File: src/logic/sarsq_pkg.sv
// constants and types shared by the converter controller
package sarsq_pkg;
  localparam int NCH = 4;
  localparam int DW = 10;
  localparam logic [7:0] OFF_CTRL = 8'h00;
  localparam logic [7:0] OFF_MODE = 8'h04;
  localparam logic [7:0] OFF_CHSET = 8'h10;
  localparam logic [7:0] OFF_CHCLR = 8'h14;
  localparam logic [7:0] OFF_CHSTAT = 8'h18;
  localparam logic [7:0] OFF_STATUS = 8'h1c;
  localparam logic [7:0] OFF_LAST = 8'h20;
  localparam logic [7:0] OFF_IRQSET = 8'h24;
  localparam logic [7:0] OFF_IRQCLR = 8'h28;
  localparam logic [7:0] OFF_IRQMASK = 8'h2c;
  localparam logic [7:0] OFF_CH0 = 8'h30;
  localparam logic [7:0] OFF_CH1 = 8'h34;
  localparam logic [7:0] OFF_CH2 = 8'h38;
  localparam logic [7:0] OFF_CH3 = 8'h3c;
  localparam int CTRL_RST_BIT = 0;
  localparam int CTRL_START_BIT = 1;
  localparam int MODE_HW_TRIGGER_ENABLE_BIT = 0;
  localparam int MODE_TRGSRC_LSB = 1;
  localparam int MODE_LOW_RESOLUTION_SELECT_BIT = 4;
  localparam int MODE_SLEEP_BIT = 5;
  localparam int MODE_DIV_LSB = 8;
  localparam int MODE_START_LSB = 16;
  localparam int MODE_SH_LSB = 24;
  localparam logic [31:0] MODE_MASK = 32'h0f1f3f3f;
  localparam int ST_OVR_LSB = 8;
  localparam int ST_DATA_READY_FLAG_BIT = 16;
  localparam int ST_GOVR_BIT = 17;
  localparam logic [31:0] STATUS_RESET = 32'h000c0000;
  localparam logic [31:0] IRQ_MASK_BITS = 32'h00030f0f;
  localparam logic [2:0] TRG_TMR0 = 3'h0;
  localparam logic [2:0] TRG_TMR1 = 3'h1;
  localparam logic [2:0] TRG_TMR2 = 3'h2;
  localparam logic [2:0] TRG_EXT = 3'h6;
  localparam logic [3:0] CONV_CYCLES = 4'ha;
  localparam int START_MULT_SHIFT = 3;
  localparam logic [DW-1:0] LOW_RESOLUTION_SELECT_MASK = 10'h0ff;

  typedef struct packed {
    logic [7:0] addr;
    logic [31:0] wdata;
    logic wr;
    logic rd;
  } sarsq_bus_t;

  typedef struct packed {
    logic req;
    logic wide;
    logic [DW-1:0] data;
  } sarsq_dma_t;

  typedef enum logic [4:0] {
    S_IDLE = 5'h01,
    S_STARTUP = 5'h02,
    S_SAMPLE = 5'h04,
    S_CONVERT = 5'h08,
    S_NEXT = 5'h10
  } sarsq_state_t;
endpackage : sarsq_pkg

File: src/logic/sarsq_ctrl.sv
// successive-approximation converter sequencer, flags and register file
`timescale 1ns/1ps
module sarsq_ctrl (
  input wire logic CLK,
  input wire logic RESETN,
  input wire sarsq_pkg::sarsq_bus_t BUS,
  output logic [31:0] RDATA,
  input wire logic [2:0] TIMER_WAVE,
  input wire logic EXT_TRIGGER,
  input wire logic [sarsq_pkg::DW-1:0] CELL_RESULT,
  output logic CELL_POWER,
  output logic CELL_SAMPLE,
  output logic CELL_CONVERT,
  output logic [1:0] CELL_CHANNEL,
  output logic CONV_CLK_TICK,
  output sarsq_pkg::sarsq_dma_t DMA,
  output logic IRQ
);
  import sarsq_pkg::*;

  logic soft_rst;
  logic [31:0] mode_reg;
  logic [NCH-1:0] chen_reg;
  logic [NCH-1:0] eoc_reg;
  logic [NCH-1:0] ovr_reg;
  logic data_ready_flag_reg;
  logic govr_reg;
  logic [31:0] imask_reg;
  logic [DW-1:0] last_reg;
  logic [1:0] last_ch_reg;
  logic [DW-1:0] res_reg [NCH];
  logic [6:0] div_reg;
  logic tick;
  logic [2:0] hw_sync1_reg;
  logic [2:0] hw_sync2_reg;
  logic ext_sync1_reg;
  logic ext_sync2_reg;
  logic trig_prev_reg;
  logic trig_sel;
  logic hw_start;
  logic sw_start;
  logic start_req;
  sarsq_state_t state_reg;
  logic [8:0] cnt_reg;
  logic [1:0] ch_reg;
  logic done;
  logic low_resolution_select;
  logic [31:0] status;
  logic [DW-1:0] done_data;
  logic [31:0] rdata_next;
  logic data_ready_flag_prev_reg;

  assign low_resolution_select = mode_reg[MODE_LOW_RESOLUTION_SELECT_BIT];
  assign soft_rst = BUS.wr && BUS.addr == OFF_CTRL && BUS.wdata[CTRL_RST_BIT];
  assign sw_start = BUS.wr && BUS.addr == OFF_CTRL && BUS.wdata[CTRL_START_BIT];

  // conversion clock enable: one pulse per (div+1)*2 master cycles
  always_ff @(posedge CLK or negedge RESETN) begin
    if (!RESETN) begin
      div_reg <= 7'h00;
      tick <= 1'b0;
    end else if (soft_rst) begin
      div_reg <= 7'h00;
      tick <= 1'b0;
    end else begin
      if (div_reg >= {mode_reg[MODE_DIV_LSB +: 6], 1'b1}) begin
        div_reg <= 7'h00;
        tick <= 1'b1;
      end else begin
        div_reg <= div_reg + 7'h01;
        tick <= 1'b0;
      end
    end
  end

  // hardware trigger synchronisers
  always_ff @(posedge CLK or negedge RESETN) begin
    if (!RESETN) begin
      hw_sync1_reg <= 3'h0;
      hw_sync2_reg <= 3'h0;
      ext_sync1_reg <= 1'b0;
      ext_sync2_reg <= 1'b0;
      trig_prev_reg <= 1'b0;
    end else begin
      hw_sync1_reg <= TIMER_WAVE;
      hw_sync2_reg <= hw_sync1_reg;
      ext_sync1_reg <= EXT_TRIGGER;
      ext_sync2_reg <= ext_sync1_reg;
      trig_prev_reg <= trig_sel;
    end
  end

  always_comb begin
    unique case (mode_reg[MODE_TRGSRC_LSB +: 3])
      TRG_TMR0: trig_sel = hw_sync2_reg[0];
      TRG_TMR1: trig_sel = hw_sync2_reg[1];
      TRG_TMR2: trig_sel = hw_sync2_reg[2];
      TRG_EXT: trig_sel = ext_sync2_reg;
      default: trig_sel = 1'b0;
    endcase
  end

  assign hw_start = mode_reg[MODE_HW_TRIGGER_ENABLE_BIT] && trig_sel && !trig_prev_reg;
  assign start_req = sw_start || hw_start;

  // sequencer
  always_ff @(posedge CLK or negedge RESETN) begin
    if (!RESETN) begin
      state_reg <= S_IDLE;
      cnt_reg <= 9'h000;
      ch_reg <= 2'h0;
    end else if (soft_rst) begin
      state_reg <= S_IDLE;
      cnt_reg <= 9'h000;
      ch_reg <= 2'h0;
    end else begin
      unique case (state_reg)
        S_IDLE: begin
          // starts while busy never reach here
          if (start_req && chen_reg != '0) begin
            ch_reg <= 2'h0;
            if (mode_reg[MODE_SLEEP_BIT]) begin
              state_reg <= S_STARTUP;
              // widened before the shift so a field of 31 still gives 256 ticks
              cnt_reg <= (9'(mode_reg[MODE_START_LSB +: 5]) + 9'h001) << START_MULT_SHIFT;
            end else begin
              state_reg <= S_NEXT;
            end
          end
        end
        S_STARTUP: begin
          if (tick) begin
            if (cnt_reg == 9'h001) begin
              state_reg <= S_NEXT;
            end else begin
              cnt_reg <= cnt_reg - 9'h001;
            end
          end
        end
        S_NEXT: begin
          if (chen_reg[ch_reg]) begin
            state_reg <= S_SAMPLE;
            cnt_reg <= 9'(mode_reg[MODE_SH_LSB +: 4]) + 9'h001;
          end else if (ch_reg == 2'(NCH - 1)) begin
            state_reg <= S_IDLE;
          end else begin
            ch_reg <= ch_reg + 2'h1;
          end
        end
        S_SAMPLE: begin
          if (tick) begin
            if (cnt_reg == 9'h001) begin
              state_reg <= S_CONVERT;
              cnt_reg <= 9'(CONV_CYCLES);
            end else begin
              cnt_reg <= cnt_reg - 9'h001;
            end
          end
        end
        S_CONVERT: begin
          if (tick) begin
            if (cnt_reg == 9'h001) begin
              if (ch_reg == 2'(NCH - 1)) begin
                state_reg <= S_IDLE;
              end else begin
                ch_reg <= ch_reg + 2'h1;
                state_reg <= S_NEXT;
              end
            end else begin
              cnt_reg <= cnt_reg - 9'h001;
            end
          end
        end
      endcase
    end
  end

  assign done = state_reg == S_CONVERT && tick && cnt_reg == 9'h001;
  assign done_data = low_resolution_select ? (CELL_RESULT & LOW_RESOLUTION_SELECT_MASK) : CELL_RESULT;

  // mode, channel enable and interrupt mask registers
  always_ff @(posedge CLK or negedge RESETN) begin
    if (!RESETN) begin
      mode_reg <= 32'h00000000;
      chen_reg <= '0;
      imask_reg <= 32'h00000000;
    end else if (soft_rst) begin
      mode_reg <= 32'h00000000;
      chen_reg <= '0;
      imask_reg <= 32'h00000000;
    end else if (BUS.wr) begin
      if (BUS.addr == OFF_MODE) begin
        mode_reg <= BUS.wdata & MODE_MASK;
      end
      if (BUS.addr == OFF_CHSET) begin
        chen_reg <= chen_reg | BUS.wdata[NCH-1:0];
      end
      if (BUS.addr == OFF_CHCLR) begin
        chen_reg <= chen_reg & ~BUS.wdata[NCH-1:0];
      end
      if (BUS.addr == OFF_IRQSET) begin
        imask_reg <= imask_reg | (BUS.wdata & IRQ_MASK_BITS);
      end
      if (BUS.addr == OFF_IRQCLR) begin
        imask_reg <= imask_reg & ~BUS.wdata;
      end
    end
  end

  // results and flags; a new completion wins over a read clear
  always_ff @(posedge CLK or negedge RESETN) begin
    if (!RESETN) begin
      eoc_reg <= '0;
      ovr_reg <= '0;
      data_ready_flag_reg <= 1'b0;
      govr_reg <= 1'b0;
      last_reg <= '0;
      last_ch_reg <= 2'h0;
      for (int i = 0; i < NCH; i++) begin
        res_reg[i] <= '0;
      end
    end else if (soft_rst) begin
      eoc_reg <= '0;
      ovr_reg <= '0;
      data_ready_flag_reg <= 1'b0;
      govr_reg <= 1'b0;
      last_reg <= '0;
      last_ch_reg <= 2'h0;
      for (int i = 0; i < NCH; i++) begin
        res_reg[i] <= '0;
      end
    end else begin
      for (int i = 0; i < NCH; i++) begin
        if (BUS.rd && BUS.addr == OFF_CH0 + 8'(4 * i)) begin
          eoc_reg[i] <= 1'b0;
        end
      end
      if (BUS.rd && BUS.addr == OFF_LAST) begin
        data_ready_flag_reg <= 1'b0;
        eoc_reg[last_ch_reg] <= 1'b0;
      end
      if (BUS.rd && BUS.addr == OFF_STATUS) begin
        ovr_reg <= '0;
        govr_reg <= 1'b0;
      end
      if (done) begin
        res_reg[ch_reg] <= done_data;
        last_reg <= done_data;
        last_ch_reg <= ch_reg;
        eoc_reg[ch_reg] <= 1'b1;
        data_ready_flag_reg <= 1'b1;
        if (eoc_reg[ch_reg]) begin
          ovr_reg[ch_reg] <= 1'b1;
        end
        if (data_ready_flag_reg) begin
          govr_reg <= 1'b1;
        end
      end
    end
  end

  assign status = {14'h0003, govr_reg, data_ready_flag_reg, 4'h0, ovr_reg, 4'h0, eoc_reg};

  always_comb begin
    rdata_next = 32'h00000000;
    unique case (BUS.addr)
      OFF_MODE: rdata_next = mode_reg;
      OFF_CHSTAT: rdata_next = {28'h0000000, chen_reg};
      OFF_STATUS: rdata_next = status;
      OFF_LAST: rdata_next = {22'h000000, last_reg};
      OFF_IRQMASK: rdata_next = imask_reg;
      OFF_CH0: rdata_next = {22'h000000, res_reg[0]};
      OFF_CH1: rdata_next = {22'h000000, res_reg[1]};
      OFF_CH2: rdata_next = {22'h000000, res_reg[2]};
      OFF_CH3: rdata_next = {22'h000000, res_reg[3]};
      default: rdata_next = 32'h00000000;
    endcase
  end

  // outputs, all registered
  always_ff @(posedge CLK or negedge RESETN) begin
    if (!RESETN) begin
      RDATA <= 32'h00000000;
      CELL_POWER <= 1'b0;
      CELL_SAMPLE <= 1'b0;
      CELL_CONVERT <= 1'b0;
      CELL_CHANNEL <= 2'h0;
      CONV_CLK_TICK <= 1'b0;
      DMA <= '0;
      IRQ <= 1'b0;
      data_ready_flag_prev_reg <= 1'b0;
    end else if (soft_rst) begin
      // the cell powers down and pending requests drop, as after a hardware reset
      RDATA <= 32'h00000000;
      CELL_POWER <= 1'b0;
      CELL_SAMPLE <= 1'b0;
      CELL_CONVERT <= 1'b0;
      CELL_CHANNEL <= 2'h0;
      CONV_CLK_TICK <= 1'b0;
      DMA <= '0;
      IRQ <= 1'b0;
      data_ready_flag_prev_reg <= 1'b0;
    end else begin
      RDATA <= BUS.rd ? rdata_next : 32'h00000000;
      // normal mode keeps the cell powered once the first sequence has started
      CELL_POWER <= mode_reg[MODE_SLEEP_BIT] ? (state_reg != S_IDLE) :
                    (CELL_POWER || state_reg != S_IDLE);
      CELL_SAMPLE <= state_reg == S_SAMPLE;
      CELL_CONVERT <= state_reg == S_CONVERT;
      CELL_CHANNEL <= ch_reg;
      CONV_CLK_TICK <= tick;
      data_ready_flag_prev_reg <= data_ready_flag_reg;
      DMA.req <= data_ready_flag_reg && !data_ready_flag_prev_reg && chen_reg[last_ch_reg];
      DMA.wide <= !low_resolution_select;
      DMA.data <= last_reg;
      IRQ <= |(status & imask_reg);
    end
  end
endmodule : sarsq_ctrl

File: config.mk
export PLATFORM = sky130hd
export DESIGN_NAME = sarsq_ctrl
export DESIGN_NICKNAME = d
export VERILOG_FILES = /design/src/logic/sarsq_pkg.sv /design/src/logic/sarsq_ctrl.sv
export SDC_FILE = /design/constraint.sdc
export NUM_CORES = 1
export LEC_CHECK = 0
export BUFFER_PORTS_ARGS = -buffer_cell sky130_fd_sc_hd__buf_4
export CAP_MARGIN = 30
export CORE_ASPECT_RATIO = 0.7
export CORE_MARGIN = 10
export CORE_UTILIZATION = 50
export DETAILED_ROUTE_END_ITERATION = 10
export GPL_ROUTABILITY_DRIVEN = 1
export PLACE_DENSITY_LB_ADDON = 0.2
export SLEW_MARGIN = 20
export SYNTH_ARGS = -nofsm -noshare
export SYNTH_HDL_FRONTEND = slang
export SYNTH_SLANG_ARGS = --single-unit
File: constraint.sdc
create_clock -name CLK -period 4.55 [get_ports CLK]
set_clock_uncertainty 0.05 [all_clocks]
set_input_delay 0.91 -clock CLK [delete_from_list [all_inputs] [get_ports CLK]]
set_output_delay 0.91 -clock CLK [all_outputs]
set_load 0.005 [all_outputs]
==> results_tabular.tex, run 1 <==
\begin{tabular}{lr}
\hline
Metric & Value \\
\hline
\multicolumn{2}{l}{\textbf{Clocking}} \\
\quad Post-cts repair resize count & 0 \\
\quad H-Tree Depth & 1 \\
\quad Clock-pin slew on the worst setup and hold paths & 60 ps \\
\quad Clock tree from TritonCTS & done \\
\quad Root buffer cell & clkbuf\_16 \\
\quad Later-pin clock latency in the skew report & around 510 ps \\
\quad CTS max path bufs & 3 \\
\quad Post-CTS setup buffer count & 0 \\
\quad Hold-fix buffers, CTS & 0 \\
\quad Inserted Clock Buffers & 21 \\
\quad Sinks on the clock net & around 200 \\
\multicolumn{2}{l}{\textbf{Floorplanning}} \\
\quad Core area & 18200 µm² \\
\quad Number of placement rows & 41 \\
\quad Number of top-level pins & 109 \\
\quad Die Y & approximately 130 µm \\
\quad DIE AREA & 24800 µm² \\
\quad Die Span X & around 180 µm \\
\quad Initial core utilization & 0.516 \\
\multicolumn{2}{l}{\textbf{Yosys}} \\
\quad Leading cell types by count after synthesis & 217 x nand2\_1, 203 x dfrtp\_1, 116 x a21oi\_1, 54 x nor2\_1, 41 x o21ai\_0 \\
\quad Most frequent cell after synthesis & nand2\_1 \\
\quad Mean area per synthesized cell & 9.61 µm² \\
\quad Main synth FF type & dfrtp\_1 \\
\quad Post-Syn Instances & 977 \\
\quad Cell type with the largest total area after synthesis & dfrtp\_1 \\
\quad Leading post-synthesis cells by cell area & dfrtp\_1 54\%, nand2\_1 8.7\%, a21oi\_1 6.2\% \\
\quad Share of async-settable or async-resettable flops after synthesis & 1.00 \\
\quad Number of warnings issued by yosys & 0 \\
\quad Area share of the largest cell type after synthesis & 0.541 \\
\quad Area of the mapped netlist & 9390 µm² \\
\quad Total of flip-flops plus latches after synthesis & between 200 and 250 \\
\quad Sequential cell area fraction in the yosys report & 0.544 \\
\quad Distinct cell type count of the synthesized netlist & 68 \\
\quad Post-synth EDFFs & 0 \\
\quad Nets in the synthesized netlist & 1050 \\
\multicolumn{2}{l}{\textbf{Critical path}} \\
\quad Total buffers and inverters traversed by the critical path & 1 \\
\quad Worst path max stage delay & 730 ps \\
\quad Largest delay share family, worst path & simple AND/OR/NAND/NOR gates \\
\quad Worst setup EP type & register \\
\quad End of the worst register-to-register path & res\_reg[29] \\
\quad Reg-to-Reg Start & cnt\_reg[1] \\
\quad Source of the critical timing path & cnt\_reg[1] \\
\quad Worst path arrival time & 3420 ps \\
\quad Required time reported for the critical path endpoint & 4850 ps \\
\quad Critical-path maximum fanout & 13 \\
\quad Slowest cell on the critical path & nor3\_2 \\
\quad Startpoint Class & register \\
\quad CP cell instances & inv\_1, ha\_1, nor4b\_1, nand2\_1, nor3\_2, nand2\_1, nand2\_1, a21oi\_1 \\
\quad Most common cell on crit path & nand2\_1 \\
\quad Worst-case register-to-register setup slack & 1430 ps \\
\quad Crit Path Category & register to register \\
\quad R2r worst-path depth & 8 \\
\multicolumn{2}{l}{\textbf{Power}} \\
\quad P\_sw & 1390 µW \\
\quad Leakage dissipation & 0.00505 µW \\
\quad Net switching share of the total power & 0.296 \\
\quad Power density relative to cell area & 426 nW/µm² \\
\quad Cell-internal power & approximately 3300 µW \\
\quad Clk pwr share & 0.348 \\
\quad Share of power burned in registers & 0.452 \\
\quad Total power & 4710 µW \\
\quad Portion of total power attributed to combinational logic & 0.200 \\
\quad Worst VDD drop & 0.000345 V \\
\multicolumn{2}{l}{\textbf{Routing}} \\
\quad Via count normalized by instance count & 5.99 \\
\quad DRC viols & 0 \\
\quad Detail Route met2 WL & $\sim$12000 µm \\
\quad Detail Route met3 WL & roughly 3400 µm \\
\quad Remaining number of nets flagged by the antenna check after routing & 0 \\
\quad Wire length per cell & $\sim$21 µm \\
\quad Drt pass-1 iters & 8 \\
\quad Detailed-route via count & 7917 \\
\quad Wire length after detailed routing & between 20000 and 30000 µm \\
\quad Max Used Layer & met4 \\
\quad M1 WL & 12600 µm \\
\quad Number of DRC markers in iteration 0 & 1083 \\
\multicolumn{2}{l}{\textbf{Timing}} \\
\quad Period utilisation layout & 0.686 \\
\quad Max-Slew Margin vs Limit & 0.330 \\
\quad Worst Tran Pin Value & 1010 ps \\
\quad Setup TNS after final layout & 0 ps \\
\quad Final count of hold timing violations & 0 \\
\quad RSZ-0062 raised after global routing & false \\
\quad Highest Clock Rate & 0.320 GHz \\
\quad Count of final max-slew check failures & 0 \\
\quad Final-report setup violation count & 0 \\
\quad Clock period minus final worst setup slack & 3120 ps \\
\multicolumn{2}{l}{\textbf{Layout}} \\
\quad Non-Filler Cell Area, Final & 11100 µm² \\
\quad Fraction of final layout cells with drive strength greater than 1 & 0.170 \\
\quad Flip-flop count of the largest register after layout & 40 \\
\quad Antenna fix cells & 0 \\
\quad Area used by sequential logic in the layout & 5110 µm² \\
\quad Area growth from synthesis to layout & 17.7\% \\
\quad Filler Cell Count & 1562 \\
\quad Multi-input gate area in the final layout & 3960 µm² \\
\quad Total Nets Final & 1145 \\
\multicolumn{2}{l}{\textbf{Place}} \\
\quad Post-DP HPWL & 19500 µm \\
\quad Area post-placement & $\sim$10000 µm² \\
\quad Routability Congestion & 0.941 \\
\quad Count of port buffers added during placement & $\sim$110 \\
\multicolumn{2}{l}{\textbf{Outcome}} \\
\quad Run status & finished, final reports clean \\
\multicolumn{2}{l}{\textbf{Worst hold path}} \\
\quad Type of the tightest min-delay check & register to register \\
\quad Hold path endpoint & hw\_sync2\_reg[1] \\
\quad Worst Hold Launch & hw\_sync1\_reg[1] \\
\quad Hold-critical path depth & 0 \\
\multicolumn{2}{l}{\textbf{Global route}} \\
\quad Pin count of the biggest net entering global routing & 96 \\
\quad Global-route wire length before repair & 44300 µm \\
\quad All-Layer GR Usage & 0.224 \\
\quad Aggregate global routing overflow & 0 \\
\quad Vias in the first global route & a little under 8000 \\
\quad Antenna violations before repair & 0 \\
\multicolumn{2}{l}{\textbf{Job}} \\
\quad Max-cap check violation count & 0 \\
\hline
\end{tabular}
-- per-layer routing --
layer  up-vias  track usage
met5         -            0
met4         0       0.0340
met3        34       0.0748
met2       376        0.314
met1      3855        0.331
li1       3652            -
-- worst max-delay path by stage --
| stage | slack, ps | end | depth (start not counted) |
|---|---|---|---|
| finish | 1430 | res_reg[29] | 8 |
| global route | 1280 | res_reg[29] | 8 |
| global placement | 1130 | cnt_reg[2] | 7 |
| detailed placement | 1070 | cnt_reg[4] | 7 |
| floorplan | 1980 | cnt_reg[2] | 7 |
| CTS | 1500 | res_reg[29] | 8 |
-- through the flow --
step / hold slack, ps / util / setup slack, ps / instances
after floorplan: 281 / - / 1980 / 977
after global placement: 283 / 0.571 / 1130 / 1284
after detailed placement: 285 / 0.572 / 1070 / 1285
after CTS: 297 / 0.607 / 1500 / 1321
after global routing: 306 / 0.607 / 1280 / 1321
final: 297 / 0.607 / 1430 / 1321
-- kinds of logic after synthesis --
family,count (synthesis),share of synthesized area
xor gates and xnor gates,14,0.0131
AOI/OAI and AO/OA,266,0.180
adders and majority gates,15,0.0200
muxes,10,0.0152
buffers and inverters,75,0.0365
and+or+nand+nor,393,0.192
DFF,204,0.544
-- power by group through the flow --
stage	Clock (µW)	Sequential, µW	Combinational, µW
final	1640	2130	940
after floorplan	0	2110	656
after global placement	0	2150	912
after CTS	1670	2120	931
after global routing	1750	2150	1050
after detailed placement	0	2150	923
-- layout by cell type (no fill, tap or decap), drive strengths merged, types with 3 or more instances in the layout --
| cell type | n |
|---|---|
| a222oi | 9 |
| and3 | 21 |
| a31oi | 15 |
| nor2 | 54 |
| a211oi | 6 |
| a32o | 7 |
| a221oi | 8 |
| mux4 | 3 |
| nor4 | 3 |
| nor2b | 15 |
| clkbuf | 35 |
| a32oi | 3 |
| a22oi | 28 |
| nand3 | 30 |
| ha | 15 |
| a21o | 4 |
| nor3b | 5 |
| mux2i | 6 |
| a21oi | 116 |
| xnor2 | 5 |
| buf | 129 |
| nor4b | 3 |
| dfrtp | 203 |
| inv | 18 |
| nand2b | 4 |
| and2 | 11 |
| a31o | 6 |
| nor3 | 18 |
| o21ai | 41 |
| xor2 | 9 |
| a311oi | 9 |
| nand2 | 218 |
-- cell type report --
cell class,instances,area share
multi-input cells,698,0.358
inverters,17,0.00577
clock inverters,2,0.00124
clock buffers,34,0.0574
well taps,236,0.0267
repair buffers,130,0.0892
flip-flops and latches,204,0.462
No activity file was read; power rests on OpenSTA's default activity.
==> run 2: changes to the inputs <==
==> constraint.sdc (replaced) <==
create_clock -name CLK -period 3.2 [get_ports CLK]
set_clock_uncertainty 0.05 [all_clocks]
set_input_delay 0.64 -clock CLK [delete_from_list [all_inputs] [get_ports CLK]]
set_output_delay 0.64 -clock CLK [all_outputs]
set_load 0.005 [all_outputs]
==> results_tabular.tex, run 2 (synthesis gave the netlist of run 1 again) <==
\begin{tabular}{lr}
\hline
Metric & Value \\
\hline
\multicolumn{2}{l}{\textbf{Place}} \\
\quad Routability Congestion & 0.888 (-5.6\%) \\
\quad Post-DP HPWL & 19200 µm (-1.4\%) \\
\quad Count of port buffers added during placement & 108 (unchanged) \\
\quad Area post-placement & 10500 µm² (+1.2\%) \\
\multicolumn{2}{l}{\textbf{Global route}} \\
\quad Aggregate global routing overflow & 0 (unchanged) \\
\quad Global-route wire length before repair & 43700 µm (-1.4\%) \\
\quad Pin count of the biggest net entering global routing & 91 (-5.2\%) \\
\quad All-Layer GR Usage & 0.221 (-0.00312) \\
\quad Vias in the first global route & 7580 (-2.0\%) \\
\quad Antenna violations before repair & 0 (unchanged) \\
\multicolumn{2}{l}{\textbf{Critical path}} \\
\quad R2r worst-path depth & 9 (+1) \\
\quad End of the worst register-to-register path & res\_reg[32] \\
\quad Largest delay share family, worst path & simple AND/OR/NAND/NOR gates \\
\quad Crit Path Category & register to register \\
\quad Startpoint Class & register \\
\quad Total buffers and inverters traversed by the critical path & 2 (+1) \\
\quad Worst path max stage delay & 530 ps (-200 ps) \\
\quad Reg-to-Reg Start & cnt\_reg[1] \\
\quad Worst-case register-to-register setup slack & 560 ps (-870 ps) \\
\quad Worst setup EP type & register \\
\quad Required time reported for the critical path endpoint & 3570 ps (-1280 ps) \\
\quad Slowest cell on the critical path & and2\_1 \\
\quad Worst path arrival time & 3010 ps (-410 ps) \\
\quad Most common cell on crit path & nand2\_1 \\
\quad CP cell instances & inv\_1, ha\_1, nor4b\_1, nand2\_1, nor3\_2, buf\_4, and2\_1, nand2\_1, a21oi\_1 \\
\quad Critical-path maximum fanout & 21 (+8) \\
\multicolumn{2}{l}{\textbf{Layout}} \\
\quad Commonest non-fill, non-tap cells in the layout & 217 x nand2\_1, 203 x dfrtp\_1, 132 x buf\_4, 116 x a21oi\_1, 54 x nor2\_1 \\
\quad Antenna fix cells & 0 (unchanged) \\
\quad Most frequent standard cell in the layout excluding fill and tap cells & nand2\_1 \\
\quad Area growth from synthesis to layout & 19.2\% \\
\quad Non-Filler Cell Area, Final & 11200 µm² (+1.2\%) \\
\quad Filler Cell Count & 1562 (unchanged) \\
\quad Fraction of final layout cells with drive strength greater than 1 & 0.176 (+0.00667) \\
\quad Total Nets Final & 1154 (+0.79\%) \\
\quad Flip-flop count of the largest register after layout & 40 (unchanged) \\
\multicolumn{2}{l}{\textbf{Timing}} \\
\quad Clock period minus final worst setup slack & 2640 ps (-482 ps) \\
\quad RSZ-0062 raised after global routing & false \\
\quad Setup TNS after final layout & 0 ps (unchanged) \\
\quad Final count of hold timing violations & 0 (unchanged) \\
\quad Count of final max-slew check failures & 0 (unchanged) \\
\quad Max-Slew Margin vs Limit & 0.463 (+0.133) \\
\quad Highest Clock Rate & 0.379 GHz (+18\%) \\
\quad Period utilisation layout & 0.825 (+0.139) \\
\quad Worst Tran Pin Value & 804 ps (-201 ps) \\
\quad Final-report setup violation count & 0 (unchanged) \\
\quad Worst-case hold slack & 167 ps (-130 ps) \\
\multicolumn{2}{l}{\textbf{Floorplanning}} \\
\quad Number of placement rows & 41 (unchanged) \\
\quad Initial core utilization & 0.516 (unchanged) \\
\quad Die Span X & 184 µm (unchanged) \\
\quad Number of top-level pins & 109 (unchanged) \\
\quad DIE AREA & 24800 µm² (unchanged) \\
\quad Core area & 18200 µm² (unchanged) \\
\quad Die Y & 135 µm (unchanged) \\
\multicolumn{2}{l}{\textbf{Routing}} \\
\quad Remaining number of nets flagged by the antenna check after routing & 0 (unchanged) \\
\quad Via count normalized by instance count & 6.00 (+0.19\%) \\
\quad DRC viols & 0 (unchanged) \\
\quad Wire length per cell & 20.7 µm (-2.2\%) \\
\quad Number of DRC markers in iteration 0 & 1041 (-3.9\%) \\
\quad Wire length after detailed routing & 27500 µm (-1.5\%) \\
\quad Detailed-route via count & 7992 (+0.95\%) \\
\quad Drt pass-1 iters & 6 (-2) \\
\multicolumn{2}{l}{\textbf{Outcome}} \\
\quad Run status & finished, final reports clean \\
\multicolumn{2}{l}{\textbf{Clocking}} \\
\quad CTS max path bufs & 3 (unchanged) \\
\quad Post-CTS setup buffer count & 0 (unchanged) \\
\quad Clock tree from TritonCTS & done \\
\quad Post-cts repair resize count & 0 (unchanged) \\
\quad Inserted Clock Buffers & 21 (unchanged) \\
\quad Clock-pin slew on the worst setup and hold paths & 60 ps (about the same) \\
\quad Hold-fix buffers, CTS & 0 (unchanged) \\
\quad H-Tree Depth & 1 (unchanged) \\
\quad Later-pin clock latency in the skew report & 500 ps (about the same) \\
\quad Sinks on the clock net & 204 (unchanged) \\
\quad Root buffer cell & clkbuf\_16 \\
\multicolumn{2}{l}{\textbf{Power}} \\
\quad Power density relative to cell area & 606 nW/µm² (+42\%) \\
\quad Leakage dissipation & 0.00511 µW (+1.3\%) \\
\quad Worst VDD drop & 0.000479 V (+39\%) \\
\multicolumn{2}{l}{\textbf{Worst hold path}} \\
\quad Type of the tightest min-delay check & input pin to asynchronous set/reset pin \\
\multicolumn{2}{l}{\textbf{Job}} \\
\quad Max-cap check violation count & 0 (unchanged) \\
\hline
\end{tabular}
==> run 2: changes by cell type in the layout (fill, tap and decap cells not counted) <==
cell	delta
bufinv_16	+1
buf_12	+5
clkinv_4	+1
clkinv_2	+2
inv_6	-1
clkbuf_8	-3
clkbuf_1	+1
buf_4	+4
==> run 2: layout make-up <==
cell class,count,area [µm²],share of cell area
inverter,17,63.8,0.00570
multi-input combinational,698,3960,0.354
tap,236,295,0.0264
clock buffer,32,597,0.0533
sequential,204,5110,0.456
clock inverter,5,53.8,0.00481
timing repair buffer,139,1120,0.0997
==> run 2: worst max path at each step <==
stage	start	endpoint	slack [ps]	depth (start not counted)
floorplan	BUS[38]	cnt_reg[2]	900	7
global placement	BUS[39]	cnt_reg[5]	400	8
detailed placement	BUS[1]	cnt_reg[5]	330	8
CTS	cnt_reg[1]	eoc_reg[2]	620	10
global route	cnt_reg[1]	res_reg[0]	370	9
finish	cnt_reg[1]	res_reg[32]	560	9
==> run 2: power breakdown <==
part           total, µW  switching [µW]  internal, µW
Combinational       1390             771           620
Clock               2360             996          1370
Sequential          3030             236          2800
Total               6790            2000          4780
==> run 2: layer usage <==
| layer | vias up | global-route usage | wire length (µm) |
|---|---|---|---|
| met4 | 0 | 0.0354 | 360 |
| met2 | 394 | 0.309 | 11500 |
| met5 | - | 0 | 0 |
| met1 | 3903 | 0.329 | 12400 |
| met3 | 35 | 0.0699 | 3260 |
| li1 | 3660 | - | - |
==> run 2: worst reg2reg max path: stages (launching register included) <==
cell and delay, ps:
dfrtp_1 420, inv_1 100, ha_1 150, nor4b_1 410, nand2_1 200, nor3_2 130
buf_4 290, and2_1 530, nand2_1 130, a21oi_1 170
==> run 2: per-stage QoR <==
step | instances | utilization | worst slack [ps] | total power [µW]
finish | 1331 | 0.614 | 561 | 6790
global route | 1331 | 0.614 | 366 | 7120
CTS | 1331 | 0.614 | 625 | 6800
detailed placement | 1294 | 0.579 | 330 | 4440
global placement | 1293 | 0.578 | 401 | 4410
floorplan | 977 | - | 896 | 3930
